<file path="src/rtl/bus_release_pkg.sv">
// constants and types shared by the bus release and cache snoop block
package bus_release_pkg;
  localparam int ADDR_W = 32;
  localparam int LINE_BEATS = 4;
  localparam int BEAT_W = 2;
  localparam logic [BEAT_W-1:0] BEAT_ZERO = 2'h0;
  localparam logic [BEAT_W-1:0] BEAT_ONE = 2'h1;
  localparam logic [BEAT_W-1:0] LAST_BEAT = 2'h3;
  localparam logic [ADDR_W-1:0] ADDR_ZERO = 32'h0;
  localparam int SYNC_STAGES = 2;

  typedef enum logic [2:0] {
    IDLE_ST    = 3'h0,
    CYCLE_ST   = 3'h1,
    HOLD_ST    = 3'h2,
    BACKOFF_ST = 3'h3
  } bus_state_type;
endpackage

</file>
<file path="src/rtl/level_sync.sv">
// two flip-flop synchroniser for an asynchronous level
module level_sync #(
  parameter logic RESET_VAL = 1'b1
) (
  input wire logic clk,
  input wire logic rst,
  input wire logic async_in,
  output logic sync_out
);
  logic meta_q;
  logic sync_q;

  always_ff @(posedge clk) begin
    if (rst) begin
      meta_q <= RESET_VAL;
      sync_q <= RESET_VAL;
    end else begin
      meta_q <= async_in;
      sync_q <= meta_q;
    end
  end

  assign sync_out = sync_q;
endmodule

</file>
<file path="src/rtl/sample_reg.sv">
// one-stage pin sampling register of parameterised width
module sample_reg #(
  parameter int WIDTH = 1,
  parameter logic [WIDTH-1:0] RESET_VAL = '0
) (
  input wire logic clk,
  input wire logic rst,
  input wire logic [WIDTH-1:0] d,
  output logic [WIDTH-1:0] q
);
  always_ff @(posedge clk) begin
    if (rst) begin
      q <= RESET_VAL;
    end else begin
      q <= d;
    end
  end
endmodule

</file>
<file path="src/rtl/bus_release_snoop.sv">
// processor bus ownership, backoff, address hold, snoop and cache control
// Notes on behaviour
// - grant rises in the same clock the bus outputs float for hold.
// - grant is always driven during hold and drops on leaving hold.
// - sampled backoff floats the bus on the next clock, mid-cycle.
// - backoff floats the hold pin set but never raises grant.
// - backoff together with a ready wins; the ready is ignored.
// - bus stays floated while backoff is held; resumes after negation.
// - a cycle cut by backoff is rerun from its start afterwards.
// - address hold request floats the address bus on the next clock.
// - address hold floats only the address bus; others keep driving.
// - external strobe during address hold starts an invalidation.
// - cache enable before first ready turns a cacheable cycle into a line fill.
// - cache enable before last ready lets the filled line be stored.
// - one clock of wipe request flushes the whole cache.
// - hold waits for cycle, burst or locked run; stays until withdrawn.
module bus_release_snoop
  import bus_release_pkg::*;
#(
  parameter int AW = bus_release_pkg::ADDR_W
) (
  input wire logic CORE_CLK,
  input wire logic RESET,
  input wire logic BUS_RELEASE_REQUEST,
  input wire logic BACKOFF_N,
  input wire logic ADDRESS_RELEASE_REQUEST,
  input wire logic EXTERNAL_ADDRESS_STROBE_N,
  input wire logic CACHE_ENABLE_IN_N,
  input wire logic NONBURST_READY_N,
  input wire logic BURST_READY_N,
  input wire logic CACHE_WIPE_REQUEST_N,
  input wire logic [AW-1:0] ADDR_IN,
  input wire logic CYCLE_REQ,
  input wire logic CYCLE_CACHEABLE,
  input wire logic CYCLE_LOCKED,
  input wire logic [AW-1:0] CYCLE_ADDR,
  output logic CYCLE_DONE,
  output logic BUS_RELEASE_GRANT,
  output logic ADDR_OE,
  output logic CTRL_OE,
  output logic [AW-1:0] ADDR_OUT,
  output logic ADS_N,
  output logic LINE_FILL,
  output logic LINE_STORE,
  output logic INVALIDATE,
  output logic [AW-1:0] INVALIDATE_ADDR,
  output logic CACHE_FLUSH
);
  import bus_release_pkg::*;

  // ****************************************
  // input sampling
  // ****************************************
  logic hold_req_s;
  logic backoff_n_n_s;
  logic address_release_request_s;
  logic external_address_strobe_n_n_s;
  logic ken_n_s;
  logic rdy_n_s;
  logic burst_ready_n_n_s;
  logic wipe_n_s;
  logic [AW-1:0] addr_in_s;

  level_sync #(
    .RESET_VAL(1'b0)
  ) u_hold_sync (
    .clk(CORE_CLK),
    .rst(RESET),
    .async_in(BUS_RELEASE_REQUEST),
    .sync_out(hold_req_s)
  );
  level_sync #(
    .RESET_VAL(1'b1)
  ) u_backoff_n_sync (
    .clk(CORE_CLK),
    .rst(RESET),
    .async_in(BACKOFF_N),
    .sync_out(backoff_n_n_s)
  );
  level_sync #(
    .RESET_VAL(1'b0)
  ) u_address_release_request_sync (
    .clk(CORE_CLK),
    .rst(RESET),
    .async_in(ADDRESS_RELEASE_REQUEST),
    .sync_out(address_release_request_s)
  );
  level_sync #(
    .RESET_VAL(1'b1)
  ) u_external_address_strobe_n_sync (
    .clk(CORE_CLK),
    .rst(RESET),
    .async_in(EXTERNAL_ADDRESS_STROBE_N),
    .sync_out(external_address_strobe_n_n_s)
  );
  level_sync #(
    .RESET_VAL(1'b1)
  ) u_ken_sync (
    .clk(CORE_CLK),
    .rst(RESET),
    .async_in(CACHE_ENABLE_IN_N),
    .sync_out(ken_n_s)
  );
  level_sync #(
    .RESET_VAL(1'b1)
  ) u_rdy_sync (
    .clk(CORE_CLK),
    .rst(RESET),
    .async_in(NONBURST_READY_N),
    .sync_out(rdy_n_s)
  );
  level_sync #(
    .RESET_VAL(1'b1)
  ) u_burst_ready_n_sync (
    .clk(CORE_CLK),
    .rst(RESET),
    .async_in(BURST_READY_N),
    .sync_out(burst_ready_n_n_s)
  );
  level_sync #(
    .RESET_VAL(1'b1)
  ) u_wipe_sync (
    .clk(CORE_CLK),
    .rst(RESET),
    .async_in(CACHE_WIPE_REQUEST_N),
    .sync_out(wipe_n_s)
  );

  // snooped address takes the same two stages as its strobe
  logic [AW-1:0] addr_meta;
  sample_reg #(
    .WIDTH(AW),
    .RESET_VAL(ADDR_ZERO[AW-1:0])
  ) u_addr_meta (
    .clk(CORE_CLK),
    .rst(RESET),
    .d(ADDR_IN),
    .q(addr_meta)
  );
  sample_reg #(
    .WIDTH(AW),
    .RESET_VAL(ADDR_ZERO[AW-1:0])
  ) u_addr_sync (
    .clk(CORE_CLK),
    .rst(RESET),
    .d(addr_meta),
    .q(addr_in_s)
  );

  // ken history: value one clock before the current sample
  logic ken_prev_n;
  sample_reg #(
    .WIDTH(1),
    .RESET_VAL(1'b1)
  ) u_ken_prev (
    .clk(CORE_CLK),
    .rst(RESET),
    .d(ken_n_s),
    .q(ken_prev_n)
  );

  // ****************************************
  // decode
  // ****************************************
  bus_state_type state_q, state_d;
  logic [BEAT_W-1:0] beat_q, beat_d;
  logic fill_q, fill_d;
  logic locked_q, locked_d;
  logic pending_q, pending_d;
  logic [AW-1:0] cyc_addr_q, cyc_addr_d;
  logic address_release_request_q;

  wire backoff = ~backoff_n_n_s;
  wire ready_any = ~rdy_n_s | ~burst_ready_n_n_s;
  wire ready_taken = ready_any & ~backoff;
  wire first_beat = (beat_q == BEAT_ZERO);
  wire make_fill = first_beat & CYCLE_CACHEABLE & ~ken_prev_n;
  wire burst_more = fill_q | make_fill;
  wire last_beat = ~burst_more | (beat_q == LAST_BEAT);
  wire cycle_end = (state_q == CYCLE_ST) & ready_taken & last_beat;
  wire may_release = ~locked_q | ~CYCLE_LOCKED;
  wire start_cycle = (CYCLE_REQ | pending_q) & ~hold_req_s & ~backoff;

  // ****************************************
  // bus state machine
  // ****************************************
  always_comb begin
    state_d = state_q;
    beat_d = beat_q;
    fill_d = fill_q;
    locked_d = locked_q;
    pending_d = pending_q;
    cyc_addr_d = cyc_addr_q;
    unique case (state_q)
      IDLE_ST: begin
        if (backoff) begin
          state_d = BACKOFF_ST;
        end else if (hold_req_s & may_release) begin
          state_d = HOLD_ST;
        end else if (start_cycle) begin
          state_d = CYCLE_ST;
          beat_d = BEAT_ZERO;
          fill_d = 1'b0;
          locked_d = CYCLE_LOCKED;
          pending_d = 1'b1;
          if (!pending_q) begin
            cyc_addr_d = CYCLE_ADDR;
          end
        end
      end
      CYCLE_ST: begin
        if (backoff) begin
          state_d = BACKOFF_ST;
          beat_d = BEAT_ZERO;
          fill_d = 1'b0;
        end else if (ready_taken) begin
          if (last_beat) begin
            state_d = IDLE_ST;
            pending_d = 1'b0;
            beat_d = BEAT_ZERO;
            fill_d = 1'b0;
            if (!CYCLE_LOCKED) begin
              locked_d = 1'b0;
            end
          end else begin
            fill_d = burst_more;
            beat_d = beat_q + BEAT_ONE;
          end
        end
      end
      HOLD_ST: begin
        if (!hold_req_s) begin
          state_d = IDLE_ST;
        end
      end
      BACKOFF_ST: begin
        if (!backoff) begin
          state_d = IDLE_ST;
        end
      end
      default: begin
        state_d = IDLE_ST;
      end
    endcase
  end

  always_ff @(posedge CORE_CLK) begin
    if (RESET) begin
      state_q <= IDLE_ST;
      beat_q <= BEAT_ZERO;
      fill_q <= 1'b0;
      locked_q <= 1'b0;
      pending_q <= 1'b0;
      cyc_addr_q <= ADDR_ZERO[AW-1:0];
      address_release_request_q <= 1'b0;
    end else begin
      state_q <= state_d;
      beat_q <= beat_d;
      fill_q <= fill_d;
      locked_q <= locked_d;
      pending_q <= pending_d;
      cyc_addr_q <= cyc_addr_d;
      address_release_request_q <= address_release_request_s;
    end
  end

  // ****************************************
  // outputs
  // ****************************************
  wire floated_d = (state_d == HOLD_ST) | (state_d == BACKOFF_ST);
  wire grant_d = (state_d == HOLD_ST);
  wire addr_oe_d = ~floated_d & ~address_release_request_s;
  wire ads_d = (state_q == IDLE_ST) & (state_d == CYCLE_ST);
  wire store_d = (state_q == CYCLE_ST) & cycle_end & fill_q & ~ken_prev_n;
  wire inval_d = address_release_request_q & ~external_address_strobe_n_n_s;

  always_ff @(posedge CORE_CLK) begin
    if (RESET) begin
      BUS_RELEASE_GRANT <= 1'b0;
      ADDR_OE <= 1'b1;
      CTRL_OE <= 1'b1;
      ADDR_OUT <= ADDR_ZERO[AW-1:0];
      ADS_N <= 1'b1;
      CYCLE_DONE <= 1'b0;
      LINE_FILL <= 1'b0;
      LINE_STORE <= 1'b0;
      INVALIDATE <= 1'b0;
      INVALIDATE_ADDR <= ADDR_ZERO[AW-1:0];
      CACHE_FLUSH <= 1'b0;
    end else begin
      BUS_RELEASE_GRANT <= grant_d;
      CTRL_OE <= ~floated_d;
      ADDR_OE <= addr_oe_d;
      ADDR_OUT <= cyc_addr_d;
      ADS_N <= ~ads_d;
      CYCLE_DONE <= cycle_end & ~backoff;
      LINE_FILL <= (state_q == CYCLE_ST) & ready_taken & make_fill;
      LINE_STORE <= store_d;
      INVALIDATE <= inval_d;
      if (inval_d) begin
        INVALIDATE_ADDR <= addr_in_s;
      end
      CACHE_FLUSH <= ~wipe_n_s;
    end
  end
endmodule

</file>
<file path="config.mk">
export PLATFORM = sky130hd
export DESIGN_NAME = bus_release_snoop
export DESIGN_NICKNAME = d
export VERILOG_FILES = /design/src/rtl/bus_release_pkg.sv /design/src/rtl/level_sync.sv /design/src/rtl/sample_reg.sv /design/src/rtl/bus_release_snoop.sv
export SDC_FILE = /design/constraint.sdc
export NUM_CORES = 1
export LEC_CHECK = 0
export BUFFER_PORTS_ARGS = -buffer_cell sky130_fd_sc_hd__buf_4
export CAP_MARGIN = 10
export CELL_PAD_IN_SITES_DETAIL_PLACEMENT = 0
export CELL_PAD_IN_SITES_GLOBAL_PLACEMENT = 1
export CORE_AREA = 4 4 150 116
export DETAILED_ROUTE_END_ITERATION = 8
export DIE_AREA = 0 0 154 120
export PLACE_DENSITY = 0.75
export SYNTH_ARGS = -nofsm -noshare
export SYNTH_HDL_FRONTEND = slang
export SYNTH_HIERARCHICAL = 1
export SYNTH_SLANG_ARGS = --single-unit
</file>
<file path="constraint.sdc">
create_clock -name CORE_CLK -period 3.8 [get_ports CORE_CLK]
set_input_delay 0.76 -clock CORE_CLK [delete_from_list [all_inputs] [get_ports CORE_CLK]]
set_output_delay 0.76 -clock CORE_CLK [all_outputs]
set_load 0.02 [all_outputs]
</file>
==> summary.txt <==
Initial antenna violation count -> 0
Max Clk Rate -> 0.511 GHz
TritonCTS Buffers -> 17
Maximum vdd drop -> 0.264 mV
Worst Path Max Fanout -> 110
H-tree depth -> 4
TritonCTS clock tree -> yes
Grt peak-use layer -> met1
Clock Skews -> 0.00968 ns
Worst Path Arrival -> 2.19 ns
Clock root cell -> clkbuf_16
Clk sinks -> 163
Slew headroom -> 30.3%
GP Congestion -> 0.797
Ant diodes -> 0
DRC viols -> 0
Yosys warning count -> 6
Post-Synth XOR/XNOR Area -> 0%
Die width -> 154 um
Most frequent cells in the layout -> dfxtp_1, buf_4, nand2_1, nor2b_1, a21oi_1
Distinct cells, synth -> 43
Largest family of logic cells by synthesized area -> simple AND/OR/NAND/NOR gates
Commonest non-fill, non-tap cell in the layout -> dfxtp_1
Routed Antenna Nets -> 0
Die area -> 18500 um^2
Vias post-DR -> 3787
Core area -> 15900 um^2
Post-synthesis mux area share -> 0.193%
IO Pins -> 150
HPWL reported at the end of detailed placement -> 7510 um
Synth top area cells -> dfxtp_1, nand2_1, nor2b_1
Outcome -> completed
Power Dens Cells -> 533 nW/um^2
Syn_nets -> 605
Final period util -> 51.5%
Post-CTS Setup Inserts -> 0
Syn_area_per_cell -> 9.85 um^2
GR Util met1 -> 16.1%
Post-DR wirelength/cell -> 12.2 um
Buffers on Ports -> 149
Initial core utilization -> 32.7%
Setup TNS -> 0 ns
Final setup fails -> 0
Slew Viols, Final -> 0
Compound-Gate Fraction of Synth Area -> 9.17%
PostCTS Resize Cnt -> 0
Setup crit end kind -> register
Startpoint types -> input pin
Crit Path Class -> input pin to register
Avg Vias per Cell -> 4.25
Final #Nets -> 747
Grt ovf -> 0
Post-synthesis simple-gate area fraction -> 23.0%
Final Cell Area -> 7010 um^2
Slew @ Worst Pin -> 1.04 ns
Filler cells -> 1558
Cell taking the most area after synthesis -> dfxtp_1
First-pass GRT wire length -> 17400 um
CTS Hold Bufs -> 0
M3 GR Usage -> 6.09%
Max_cap viols -> 0
Critical Path RT -> 4.03 ns
RSZ-0062 raised after global routing -> no
Overall routed net length -> 10900 um
Vias in the first global route -> 3561
Gr usage total -> 11.7%
Hold Crit Class -> register to register
Synthesized area -> 5180 um^2
First DRT Iteration DRCs -> 130
Min Clock Period, post-route -> 1.96 ns
Adder-cell share of the synthesized area -> 0.483%
Clock-pin slew on the worst setup and hold paths -> 0.06 ns
Placed instance area -> 6410 um^2
Layout area overhead -> 35.2%
Die Y -> 120 um
Met2 Use GR -> 15.9%
Post-Synthesis Cells -> 526
DR pass1 iterations -> 4
Seq/Total Area, Yosys -> 62.9%
Layout cell share with drive strength beyond 1 -> 27.8%
Row count -> 40
Hold Vio Cnt, Final -> 0
Synthesis-stage register bit count -> 163
Max Root-Sink Buffers -> 2
Leakage power -> 0.00285 uW
Clock Latency Late Sink -> 0.41 ns
Largest net degree at the start of global routing -> 111
Synth top area share -> 62.9%
[critical path, stage by stage]
cell     delay (ns)
buf_4          0.37
buf_4          0.84
a21oi_1        0.11
[per-layer routing]
metal	up-vias	share of wire [%]	wire (um)
met2	135	39	4240
met4	0	0.66	72
met1	1680	50	5450
met5	-	0	0
li1	1966	-	-
met3	6	10	1120
[state kept, by name, summed over array words and instances (netlist names), 2 cells and up]
signal	count
u_addr_sync/q	32
u_addr_meta/q	32
state_q	3
INVALIDATE_ADDR	32
ADDR_OUT	32
beat_q	2
[area by class of cell]
class                   instances  area [um^2]  area share, %
clock inverters                10          123           1.75
multi-input cells             326         1710           24.4
well taps                     210          263           3.75
repair buffers                153         1150           16.4
clock buffers                  22          474           6.77
inverters                       7         26.3          0.375
flip-flops and latches        163         3260           46.6
[logic make-up (layout without fill, tap and decap cells)]
kind of cell / count (synthesis) / count (layout)
AOI/OAI and AO/OA: 83 / 83
other: 1 / 1
buffers and inverters: 37 / 192
muxes: 1 / 1
DFF: 163 / 163
adders and majority gates: 2 / 2
and+or+nand+nor: 239 / 239
[final timing paths]
kind | start | to | slack (ns) | depth (start not counted)
max reg2reg | state_q[1] | ADDR_OUT[4] | 2.06 | 4
min reg2reg | u_wipe_sync/sync_out | CACHE_FLUSH | 0.38 | 1
min | u_wipe_sync/sync_out | CACHE_FLUSH | 0.38 | 1
max | RESET | INVALIDATE_ADDR[25] | 1.84 | 3
[stage by stage]
stage / instances / power (uW) / util (%) / hold slack (ns) / worst slack [ns]
floorplan: 526 / 1970 / - / 0.368 / 1.85
global placement: 859 / 2080 / 40.4 / 0.380 / 1.37
detailed placement: 859 / 2080 / 40.4 / 0.377 / 1.39
CTS: 891 / 3780 / 44.2 / 0.386 / 1.81
global route: 891 / 3890 / 44.2 / 0.417 / 1.68
finish: 891 / 3730 / 44.2 / 0.382 / 1.84
[synthesized netlist by cell type, drive strengths merged]
master / number
o2bb2ai: 1
o21bai: 2
nand2b: 4
buf: 15
o31ai: 2
or3: 1
nor3: 1
nor3b: 1
a211oi: 1
o21ai: 2
a31oi: 1
a21oi: 67
ha: 2
o211ai: 1
o22ai: 1
inv: 7
nor2: 5
clkbuf: 15
nand3: 2
nand4bb: 2
a2111oi: 1
nor4: 2
a21o: 2
mux2i: 1
o32ai: 1
a2bb2oi: 1
conb: 1
dfxtp: 163
nor2b: 70
and2: 1
nand3b: 1
or2: 16
or4: 1
nand2: 131
or4b: 1
[power by group]
group          leakage (uW)  switching (uW)  internal, uW
logic               0.00123             122           122
registers           0.00134            24.8          1770
clock network      0.000283             666          1030
total               0.00285             812          2920
Note: power is estimated with default switching activity, not from simulation.
